$ cat src/inc/cfs_regs.vh
`ifndef CFS_REGS_VH
`define CFS_REGS_VH

// register numbers (16-bit word index); byte address is four times the index
`define CFS_IDX_FAULT_LO 16'hA320
`define CFS_IDX_FAULT_HI 16'hA321
`define CFS_IDX_CURVE_LO 16'hA322
`define CFS_IDX_CURVE_HI 16'hA323
`define CFS_IDX_THERM_LO 16'hA324
`define CFS_IDX_THERM_HI 16'hA325
`define CFS_IDX_FAN 16'hA326
`define CFS_IDX_RESULT 16'hA327
`define CFS_IDX_PARTNUM 16'hA328

// bit fields of the byte address and of the flag words
`define CFS_HALF_LO 15:0
`define CFS_HALF_HI 31:16
`define CFS_ADDR_INDEX 17:2
`define CFS_ADDR_BYTE 1:0
`define CFS_ADDR_TOP 31:18
`define CFS_ADDR_BYTE_ZERO 2'h0
`define CFS_ADDR_TOP_ZERO 14'h0000
`define CFS_F_LOWER_OC 2:0
`define CFS_F_UPPER_OC 5:3
`define CFS_F_PHASE_OC 8:6
`define CFS_F_CUR_IMBAL 11:9
`define CFS_F_LINK_HW_OV 13:12
`define CFS_F_LINK_OV 14
`define CFS_F_LINK_IMBAL 15
`define CFS_F_PRECHARGE 16
`define CFS_F_BIAS_UV 17
`define CFS_F_INTERLOCK 18
`define CFS_F_DCDC_COMM 19
`define CFS_F_LOG_ERR 20
`define CFS_F_FACT_CFG 21
`define CFS_F_CFG_MEM 22
`define CFS_F_CAL_ERR 23
`define CFS_C_LOW_V 1
`define CFS_C_HIGH_V 2
`define CFS_C_LOW_F 3
`define CFS_T_DC_SINK_HOT 2:0
`define CFS_T_DC_SINK_IMBAL 3
`define CFS_T_DC_SWITCH_HOT 6:4
`define CFS_T_AC_SINK_HOT 9:7
`define CFS_T_AC_SINK_IMBAL 10
`define CFS_T_AMBIENT_HIGH 24
`define CFS_T_AMBIENT_LOW 25
`define CFS_N_FAN_STOPPED 2
`define CFS_N_FAN_SLOW 3

// legal bit masks of the status words
`define CFS_FAULT_MASK 32'h00FF_FFFF
`define CFS_CURVE_MASK 32'h0000_000E
`define CFS_THERM_MASK 32'h0300_07FF
`define CFS_FAN_MASK 16'h000C

// access result codes
`define CFS_RES_OK 16'h0000
`define CFS_RES_BAD_REG 16'h0001
`define CFS_RES_WR_RO 16'h0002
`define CFS_RES_RD_WO 16'h0003
`define CFS_RES_RANGE 16'h0004
`define CFS_RES_MEM_HW 16'h0005
`define CFS_RES_MEM_CRC 16'h0006
`define CFS_RES_PASSWORD 16'h0007
`define CFS_RES_RUNNING 16'h0008

`define CFS_RESULT_RESET 16'h0000
`define CFS_ZERO32 32'h0000_0000
`define CFS_ZERO16 16'h0000
`define CFS_PARTNUM_DEFAULT 16'h1234

`endif

$ cat src/hdl/cfs_flag_capture.v
`timescale 1ns/1ps
`include "cfs_regs.vh"

module cfs_flag_capture
(
    input wire i_clk,
    input wire i_rst,
    input wire [31:0] i_fault,
    input wire [31:0] i_curve,
    input wire [31:0] i_therm,
    input wire [15:0] i_fan,
    output reg [31:0] o_fault,
    output reg [31:0] o_curve,
    output reg [31:0] o_therm,
    output reg [15:0] o_fan
);

    // reserved bits are forced to zero here so no read path can leak them
    always @(posedge i_clk or posedge i_rst)
    begin
        if (i_rst)
        begin
            o_fault <= `CFS_ZERO32;
            o_curve <= `CFS_ZERO32;
            o_therm <= `CFS_ZERO32;
            o_fan <= `CFS_ZERO16;
        end
        else
        begin
            o_fault <= i_fault & `CFS_FAULT_MASK;
            o_curve <= i_curve & `CFS_CURVE_MASK;
            o_therm <= i_therm & `CFS_THERM_MASK;
            o_fan <= i_fan & `CFS_FAN_MASK;
        end
    end

endmodule

$ cat src/hdl/cfs_status_bank.v
// Operation
// - fault bits 0-2 lower-switch overcurrent A-C, bits 3-5 upper-switch.
// - fault bits 6-8 DC overcurrent per phase, bits 9-11 current imbalance.
// - fault bits 12-13 hardware link overvoltage, 14 link overvoltage, 15 imbalance.
// - fault bit 16 precharge timeout, 17 bias undervoltage, 18 interlock, 19 comms.
// - fault bit 20 logging, 21 config, 22 memory, 23 calibration; 24-31 zero.
// - curve word bits 1, 2, 3 flag invalid ride-through curves.
// - thermal bits 0-2 DC sink hot, 3 imbalance, 4-6 DC switch hot.
// - thermal bits 7-9 AC sink hot, bit 10 AC sink imbalance.
// - thermal bit 24 high ambient, bit 25 low ambient warning.
// - fan word bit 2 not spinning, bit 3 too slow; rest zero.
// - result code refreshed after every register read or write.
// - result 0 on success, 1 on illegal register number.
// - result 2 for write to read-only, 3 for read of write-only.
// - result 4 when written data is out of range.
// - result 5 on memory hardware fault, 6 on checksum mismatch.
// - result 7 on bad password, 8 when converter is running.
// - read-only 16-bit firmware part number register.
`timescale 1ns/1ps
`include "cfs_regs.vh"

module cfs_status_bank
(
    input wire I_REF_CLK,
    input wire I_RST,
    input wire i_psel,
    input wire i_penable,
    input wire i_pwrite,
    input wire [31:0] i_paddr,
    input wire [31:0] i_pwdata,
    input wire [31:0] i_fault_flags,
    input wire [31:0] i_curve_flags,
    input wire [31:0] i_thermal_flags,
    input wire [15:0] i_fan_flags,
    input wire [15:0] i_part_number,
    output reg o_pready,
    output reg o_pslverr,
    output reg [31:0] o_prdata
);

    localparam ST_IDLE = 2'b01;
    localparam ST_DONE = 2'b10;

    // causes that no register of this bank can raise; the code table stays whole
    localparam NO_WRITE_ONLY = 1'b0;
    localparam NO_RANGE_LIMIT = 1'b0;
    localparam NO_MEMORY = 1'b0;
    localparam NO_PASSWORD = 1'b0;
    localparam NO_RUN_LOCK = 1'b0;

    wire [31:0] fault_w;
    wire [31:0] curve_w;
    wire [31:0] therm_w;
    wire [15:0] fan_w;
    wire take_w;

    reg [1:0] state_reg;
    reg [1:0] state_next;
    reg [15:0] result_reg;
    reg [15:0] result_next;
    reg [15:0] partnum_reg;
    reg [31:0] rdata_next;
    reg [31:0] fault_map;
    reg [31:0] curve_map;
    reg [31:0] therm_map;
    reg [15:0] fan_map;
    reg err_next;
    reg [15:0] idx;
    reg hit;

    cfs_flag_capture u_capture
    (
        .i_clk(I_REF_CLK),
        .i_rst(I_RST),
        .i_fault(i_fault_flags),
        .i_curve(i_curve_flags),
        .i_therm(i_thermal_flags),
        .i_fan(i_fan_flags),
        .o_fault(fault_w),
        .o_curve(curve_w),
        .o_therm(therm_w),
        .o_fan(fan_w)
    );

    // picks low or high half of a 32-bit status word
    function [15:0] half_sel;
        input [31:0] word;
        input upper;
        begin
            half_sel = upper ? word[`CFS_HALF_HI] : word[`CFS_HALF_LO];
        end
    endfunction

    // register number carried by a byte address
    function [15:0] reg_number;
        input [31:0] addr;
        begin
            reg_number = addr[`CFS_ADDR_INDEX];
        end
    endfunction

    // only aligned words inside the low window name a register
    function addr_legal;
        input [31:0] addr;
        begin
            addr_legal = (addr[`CFS_ADDR_BYTE] == `CFS_ADDR_BYTE_ZERO)
                && (addr[`CFS_ADDR_TOP] == `CFS_ADDR_TOP_ZERO);
        end
    endfunction

    // priority of the access result codes: the first cause that applies wins
    function [15:0] result_code;
        input mapped;
        input write;
        input write_only;
        input out_of_range;
        input mem_hw_fail;
        input mem_crc_bad;
        input bad_password;
        input running;
        begin
            if (!mapped)
            begin
                result_code = `CFS_RES_BAD_REG;
            end
            else if (write)
            begin
                result_code = `CFS_RES_WR_RO;
            end
            else if (write_only)
            begin
                result_code = `CFS_RES_RD_WO;
            end
            else if (out_of_range)
            begin
                result_code = `CFS_RES_RANGE;
            end
            else if (mem_hw_fail)
            begin
                result_code = `CFS_RES_MEM_HW;
            end
            else if (mem_crc_bad)
            begin
                result_code = `CFS_RES_MEM_CRC;
            end
            else if (bad_password)
            begin
                result_code = `CFS_RES_PASSWORD;
            end
            else if (running)
            begin
                result_code = `CFS_RES_RUNNING;
            end
            else
            begin
                result_code = `CFS_RES_OK;
            end
        end
    endfunction

    assign take_w = (state_reg == ST_IDLE) && i_psel && i_penable;

    // flag words rebuilt field by field; a bit not named here reads zero
    always @*
    begin
        fault_map = `CFS_ZERO32;
        fault_map[`CFS_F_LOWER_OC] = fault_w[`CFS_F_LOWER_OC];
        fault_map[`CFS_F_UPPER_OC] = fault_w[`CFS_F_UPPER_OC];
        fault_map[`CFS_F_PHASE_OC] = fault_w[`CFS_F_PHASE_OC];
        fault_map[`CFS_F_CUR_IMBAL] = fault_w[`CFS_F_CUR_IMBAL];
        fault_map[`CFS_F_LINK_HW_OV] = fault_w[`CFS_F_LINK_HW_OV];
        fault_map[`CFS_F_LINK_OV] = fault_w[`CFS_F_LINK_OV];
        fault_map[`CFS_F_LINK_IMBAL] = fault_w[`CFS_F_LINK_IMBAL];
        fault_map[`CFS_F_PRECHARGE] = fault_w[`CFS_F_PRECHARGE];
        fault_map[`CFS_F_BIAS_UV] = fault_w[`CFS_F_BIAS_UV];
        fault_map[`CFS_F_INTERLOCK] = fault_w[`CFS_F_INTERLOCK];
        fault_map[`CFS_F_DCDC_COMM] = fault_w[`CFS_F_DCDC_COMM];
        fault_map[`CFS_F_LOG_ERR] = fault_w[`CFS_F_LOG_ERR];
        fault_map[`CFS_F_FACT_CFG] = fault_w[`CFS_F_FACT_CFG];
        fault_map[`CFS_F_CFG_MEM] = fault_w[`CFS_F_CFG_MEM];
        fault_map[`CFS_F_CAL_ERR] = fault_w[`CFS_F_CAL_ERR];
        // top byte is reserved and stays zero
    end

    always @*
    begin
        curve_map = `CFS_ZERO32;
        curve_map[`CFS_C_LOW_V] = curve_w[`CFS_C_LOW_V];
        curve_map[`CFS_C_HIGH_V] = curve_w[`CFS_C_HIGH_V];
        curve_map[`CFS_C_LOW_F] = curve_w[`CFS_C_LOW_F];
    end

    always @*
    begin
        therm_map = `CFS_ZERO32;
        therm_map[`CFS_T_DC_SINK_HOT] = therm_w[`CFS_T_DC_SINK_HOT];
        therm_map[`CFS_T_DC_SINK_IMBAL] = therm_w[`CFS_T_DC_SINK_IMBAL];
        therm_map[`CFS_T_DC_SWITCH_HOT] = therm_w[`CFS_T_DC_SWITCH_HOT];
        therm_map[`CFS_T_AC_SINK_HOT] = therm_w[`CFS_T_AC_SINK_HOT];
        therm_map[`CFS_T_AC_SINK_IMBAL] = therm_w[`CFS_T_AC_SINK_IMBAL];
        therm_map[`CFS_T_AMBIENT_HIGH] = therm_w[`CFS_T_AMBIENT_HIGH];
        therm_map[`CFS_T_AMBIENT_LOW] = therm_w[`CFS_T_AMBIENT_LOW];
    end

    always @*
    begin
        fan_map = `CFS_ZERO16;
        fan_map[`CFS_N_FAN_STOPPED] = fan_w[`CFS_N_FAN_STOPPED];
        fan_map[`CFS_N_FAN_SLOW] = fan_w[`CFS_N_FAN_SLOW];
    end

    always @*
    begin
        idx = reg_number(i_paddr);
        hit = 1'b1;
        rdata_next = `CFS_ZERO32;
        case (idx)
            `CFS_IDX_FAULT_LO:
            begin
                rdata_next[`CFS_HALF_LO] = half_sel(fault_map, 1'b0);
            end
            `CFS_IDX_FAULT_HI:
            begin
                rdata_next[`CFS_HALF_LO] = half_sel(fault_map, 1'b1);
            end
            `CFS_IDX_CURVE_LO:
            begin
                rdata_next[`CFS_HALF_LO] = half_sel(curve_map, 1'b0);
            end
            `CFS_IDX_CURVE_HI:
            begin
                rdata_next[`CFS_HALF_LO] = half_sel(curve_map, 1'b1);
            end
            `CFS_IDX_THERM_LO:
            begin
                rdata_next[`CFS_HALF_LO] = half_sel(therm_map, 1'b0);
            end
            `CFS_IDX_THERM_HI:
            begin
                rdata_next[`CFS_HALF_LO] = half_sel(therm_map, 1'b1);
            end
            `CFS_IDX_FAN:
            begin
                rdata_next[`CFS_HALF_LO] = fan_map;
            end
            `CFS_IDX_RESULT:
            begin
                rdata_next[`CFS_HALF_LO] = result_reg;
            end
            `CFS_IDX_PARTNUM:
            begin
                rdata_next[`CFS_HALF_LO] = partnum_reg;
            end
            default:
            begin
                hit = 1'b0;
            end
        endcase
        // unaligned or out-of-window byte address is not a register number either
        if (!addr_legal(i_paddr))
        begin
            hit = 1'b0;
            rdata_next = `CFS_ZERO32;
        end
    end

    always @*
    begin
        state_next = state_reg;
        result_next = result_reg;
        err_next = 1'b0;
        case (state_reg)
            ST_IDLE:
            begin
                if (take_w)
                begin
                    state_next = ST_DONE;
                    // every bank register is read-only; no write-only, ranged,
                    // password or memory-backed register exists here, so those
                    // causes are tied off and codes 3 to 8 never appear
                    result_next = result_code(hit, i_pwrite, NO_WRITE_ONLY, NO_RANGE_LIMIT,
                        NO_MEMORY, NO_MEMORY, NO_PASSWORD, NO_RUN_LOCK);
                    err_next = (result_next != `CFS_RES_OK);
                end
            end
            ST_DONE:
            begin
                state_next = ST_IDLE;
            end
            default:
            begin
                state_next = ST_IDLE;
            end
        endcase
    end

    always @(posedge I_REF_CLK or posedge I_RST)
    begin
        if (I_RST)
        begin
            state_reg <= ST_IDLE;
            result_reg <= `CFS_RESULT_RESET;
        end
        else
        begin
            state_reg <= state_next;
            result_reg <= result_next;
        end
    end

    // one wait state: pready rises one cycle into the access phase
    always @(posedge I_REF_CLK or posedge I_RST)
    begin
        if (I_RST)
        begin
            o_pready <= 1'b0;
            o_pslverr <= 1'b0;
            o_prdata <= `CFS_ZERO32;
        end
        else
        begin
            if (take_w)
            begin
                o_pready <= 1'b1;
                o_pslverr <= err_next;
                // a read of the result register shows the code of the previous access
                o_prdata <= i_pwrite ? `CFS_ZERO32 : rdata_next;
            end
            else
            begin
                o_pready <= 1'b0;
                o_pslverr <= 1'b0;
                o_prdata <= `CFS_ZERO32;
            end
        end
    end

    // part number strap is caught on every rising clock edge, also while reset is held; reset never loads it
    always @(posedge I_REF_CLK)
    begin
        partnum_reg <= i_part_number;
    end

endmodule

$ cat config.mk
export PLATFORM = sky130hd
export DESIGN_NAME = cfs_status_bank
export DESIGN_NICKNAME = d
export VERILOG_FILES = /design/src/hdl/cfs_flag_capture.v /design/src/hdl/cfs_status_bank.v
export VERILOG_INCLUDE_DIRS = /design/src /design/src/inc
export SDC_FILE = /design/constraint.sdc
export NUM_CORES = 1
export LEC_CHECK = 0
export BUFFER_PORTS_ARGS = -buffer_cell sky130_fd_sc_hd__buf_2
export CORE_ASPECT_RATIO = 0.6
export CORE_UTILIZATION = 41
export DETAILED_ROUTE_END_ITERATION = 10
export GPL_ROUTABILITY_DRIVEN = 0
export HOLD_SLACK_MARGIN = 0.02
export PLACE_DENSITY = 0.79
export SLEW_MARGIN = 0
export SYNTH_ARGS = -nofsm -noshare
export SYNTH_HDL_FRONTEND = slang
export SYNTH_HIERARCHICAL = 1
export SYNTH_SLANG_ARGS = --single-unit
$ cat constraint.sdc
create_clock -name I_REF_CLK -period 2.1 [get_ports I_REF_CLK]
set_clock_uncertainty 0.2 [all_clocks]
set_input_delay 0.21 -clock I_REF_CLK [delete_from_list [all_inputs] [get_ports I_REF_CLK]]
set_output_delay 0.21 -clock I_REF_CLK [all_outputs]
set_load 0.1 [all_outputs]
# [After elaboration in Yosys (flattened, before gate mapping)]
# Cells that the tools add are included.
[classes] n_eq_ne=11 n_mux=15 reduce_logical=8
[ops] op="16-bit equality test (second input constant)" n=9
[ops] op="16-bit case mux with 8 select lines" n=1
[ops] op="32-bit two-way mux" n=2
[ops] op="16-bit two-way mux" n=3
[ops] op="16-bit nonzero test" n=1
[ops] op="14-bit logical NOT" n=1
[ops] op="9-bit OR reduction" n=1
[ops] op="2-bit two-way mux" n=4
[ops] op="1-bit two-way mux" n=5
[ops] op="1-bit logical AND" n=3
[ops] op="2-bit by 1-bit equality test with 1-bit output (second input constant)" n=1
[ops] op="2-bit logical NOT" n=1
[ops] op="2-bit != test (second input constant)" n=1
[ops] op="2-bit AND reduction" n=1
[totals] register_bits=110 input_bits=197 output_inout_bits=34 wordCells=44

# [Logic depth before layout (Yosys ltp)]
[depth] ltp_word=10 depth_mapped=7 depth_no_buf=5

# [Modules after synthesis]
# Netlist, hierarchy kept.
[by_module_without_submodules] module="cfs_status_bank" n_inst=1 cells_each=163 area_per_inst_um2=1779.2 seq_area_each_um2=872.1
[by_module_without_submodules] module="cfs_flag_capture" n_inst=1 cells_each=114 area_per_inst_um2=1584.0 seq_area_each_um2=1051.0

# [Worst setup path before layout]
# OpenSTA, ideal clock, no wires.
[synth_timing] path_kind="input-to-reg" start="input port i_paddr[6]" end="register result_reg[0]" setup_ns=0.125 t_arrival_ns=1.477 required_time_ns=1.775 path_slack_ns=0.298 path_stages=5 n_path_buf=1 path_cell_list="or4b_4 > nor3_2 > buf_4 > nand3_1 > mux2_2"
[synth_via] elab_chain_cells=7 elab_cells_between_ends=15 classes_between="eq/ne: 9; mux: 5; reduce/logical: 1"
[synth_lines] element="start: declaration" line_no="cfs_status_bank.v:29" source="input wire [31:0] i_paddr,"
[synth_lines] element="16-bit equality test (on tied branches)"
[synth_lines] element="9-bit OR reduction (no source line) (*)"
[synth_lines] element="1-bit two-way mux (*)" line_no="cfs_status_bank.v:217" source="case (idx)"
[synth_lines] element="1-bit two-way mux (*)" line_no="cfs_status_bank.v:260" source="if (!addr_legal(i_paddr))"
[synth_lines] element="2-bit two-way mux (*)" line_no="cfs_status_bank.v:122" source="if (!mapped)"
[synth_lines] element="16-bit two-way mux (*)" line_no="cfs_status_bank.v:275" source="if (take_w)"
[synth_lines] element="16-bit two-way mux (*)" line_no="cfs_status_bank.v:272" source="case (state_reg)"
[synth_lines] element="end signal: assignment" line_no="cfs_status_bank.v:302" source="result_reg <= `CFS_RESULT_RESET;"
[synth_lines] element="end signal: assignment" line_no="cfs_status_bank.v:307" source="result_reg <= result_next;"
[synth_lines] element="end: declaration" line_no="cfs_status_bank.v:59" source="reg [15:0] result_reg;"
# Mark *: on every way between the ends. The rest lies on a longest branch, timed or not. The select of a mux whose other input is x is not followed.
# A chain may end at the register's enable or synchronous reset.

# [Final worst setup path]
[layout_timing] start="register state_reg[0]" end="register o_prdata[1]"
[layout_via] elab_chain_cells=4
[layout_lines] element="start: declaration" line_no="cfs_status_bank.v:57" source="reg [1:0] state_reg;"
[layout_lines] element="start signal: assignment" line_no="cfs_status_bank.v:306" source="state_reg <= state_next;"
[layout_lines] element="2-bit by 1-bit equality test with 1-bit output"
[layout_lines] element="1-bit logical AND (2 in series)" line_no="cfs_status_bank.v:161" source="assign take_w = (state_reg == ST_IDLE) && i_psel && i_penable;"
[layout_lines] element="32-bit two-way mux" line_no="cfs_status_bank.v:322" source="if (take_w)"
[layout_lines] element="end signal: assignment" line_no="cfs_status_bank.v:318" source="o_prdata <= `CFS_ZERO32;"
[layout_lines] element="end signal: assignment" line_no="cfs_status_bank.v:327" source="o_prdata <= i_pwrite ? `CFS_ZERO32 : rdata_next;"
[layout_lines] element="end signal: assignment" line_no="cfs_status_bank.v:333" source="o_prdata <= `CFS_ZERO32;"
[layout_lines] element="end: declaration" line_no="cfs_status_bank.v:38" source="output reg [31:0] o_prdata"
# Every way passes these cells.

==> summary.txt <==
H-Tree Depth -> 3
Final hold vios -> 0
Syn Inst Count -> 206
Grt ovf -> 0
Worst hold slack -> 0.0389 ns
Area grow syn2layout -> 56.8%
Startpoint Class -> register
Antenna violations before repair -> 0
# port buffers -> 112
Static Leak -> 0.00211 uW
Setup_tns -> 0 ns
Final net count -> 591
Power Total -> 3640 uW
Vias in the first global route -> 2,352
DR vias -> 2,244
Setup Viol. Count Final -> 0
Critical path arrival -> 1.85 ns
First-pass GRT wire length -> 11,400 um
MaxCap Viol Count -> 0
Longest Clk Path Bufs -> 2
Core area -> 0.00668 mm^2
Worst skew pair latency -> 0.33 ns
Worst vdd ir -> 0.710 mV
Avg Inst Size Synth -> 13.8 um^2
Diodes inserted -> 0
Worst-path fanout max -> 14
Design area -> 0.00444 mm^2
TritonCTS Sinks -> 80
Post-DRT Antenna Nets -> 0
Die area -> 0.00726 mm^2
Io pins -> 231
Setup crit end kind -> register
Post-DP Area -> 0.00351 mm^2
Slew Viols, Final -> 0
Min Tclk post-route -> 1.80 ns
Pre-Repair DR Iteration Count -> 4
P per Cell Area -> 819 mW/mm^2
Vias per inst -> 4.62
Root Driver -> clkbuf_16
Total CTS buffers -> 9
RSZ-0062 raised after global routing -> false
Post-detail-place hpwl -> 4780 um
Hold crit path type -> in2reg
Critical Path RT -> 2.15 ns
Least-Margin Pin Slew -> 0.857 ns
Final wirelength -> 7470 um
Largest net degree at the start of global routing -> 23
DRC -> 0
Rel. slew slack -> 0.425
Synthesized area -> 0.00283 mm^2
Chip height -> 66.4 um
Synth warn -> 6
Core Util, Final -> 0.666
Layout fillers -> 489
Layout cell share with drive strength beyond 1 -> 0.386
Die W -> 109 um
Max FFs per register -> 24
CTS tree -> done
Setup Crit Path Kind -> reg2reg
Initial core utilization -> 0.424
Total Routing Usage GR -> 0.221
Max frequency -> 555 MHz
Commonest non-fill, non-tap cell in the layout -> buf_2
Most frequent cells in the layout -> buf_2, dfrtp_1, dlygate4sd3_1
DRT iter0 DRCs -> 139
Run status -> finished, final reports clean
Wire per inst -> 15.4 um
Final clock period utilization by the worst path -> 0.859
# rows -> 23
Clock slew at reported path FFs -> 0.06 ns
-- where the power goes --
| group | switching (uW) | internal [uW] |
|---|---|---|
| combinational | 253 | 176 |
| clock | 598 | 992 |
| sequential | 18.9 | 1600 |
| total | 870 | 2770 |
-- area by class of cell --
cell class | count | area, um^2 | share of cell area
Tap cell | 87 | 109 | 0.0245
Clock inverter | 5 | 63.8 | 0.0144
Inverter | 3 | 11.3 | 0.00253
Sequential cell | 80 | 1920 | 0.433
Multi-Input combinational cell | 113 | 781 | 0.176
Timing Repair Buffer | 187 | 1300 | 0.293
Clock buffer | 11 | 253 | 0.0569
-- critical path, cell delays in order (launching register included) --
cell and delay, ns:
dfstp_2 0.53, and4b_1 0.23, inv_1 0.08, nor2_1 0.15, nand4_2 0.14, buf_4 0.23, a31oi_1 0.16
-- worst paths after layout --
check,start,end,slack (ns),depth (start not counted)
worst min register to register,partnum_reg[2],o_prdata[2],0.26,2
worst min-delay path,i_paddr[5],o_prdata[2],0.04,2
worst max-delay path,state_reg[0],o_prdata[1],0.30,6
worst max register to register,state_reg[0],o_prdata[1],0.30,6
min in group asynchronous,I_RST,state_reg[1],0.25,3
max in group asynchronous,I_RST,u_capture/o_therm[2],0.77,4
-- stage by stage --
step | worst slack (ns) | std cells
2_1_floorplan | 0.298 | 221
3_3_place_gp | 0.183 | 408
3_5_place_dp | 0.154 | 408
4_1_cts | 0.305 | 486
5_1_grt | 0.147 | 486
6_report | 0.297 | 486
-- repair_timing --
action / CTS / global route
hold endpoints to repair: 91 / 0
setup buffers: 0 / 0
resized for setup: 0 / 0
hold buffers: 62 / 0
-- metal layers --
layer,part of all wire,wire [um],track usage,vias to the layer above
met1,0.44,3300,0.279,1079
li1,-,-,-,1084
met4,0.0050,37,0.0567,0
met3,0.063,473,0.0768,5
met2,0.49,3650,0.366,76
met5,0,0,0,-
No activity file was read; power rests on OpenSTA's default activity.
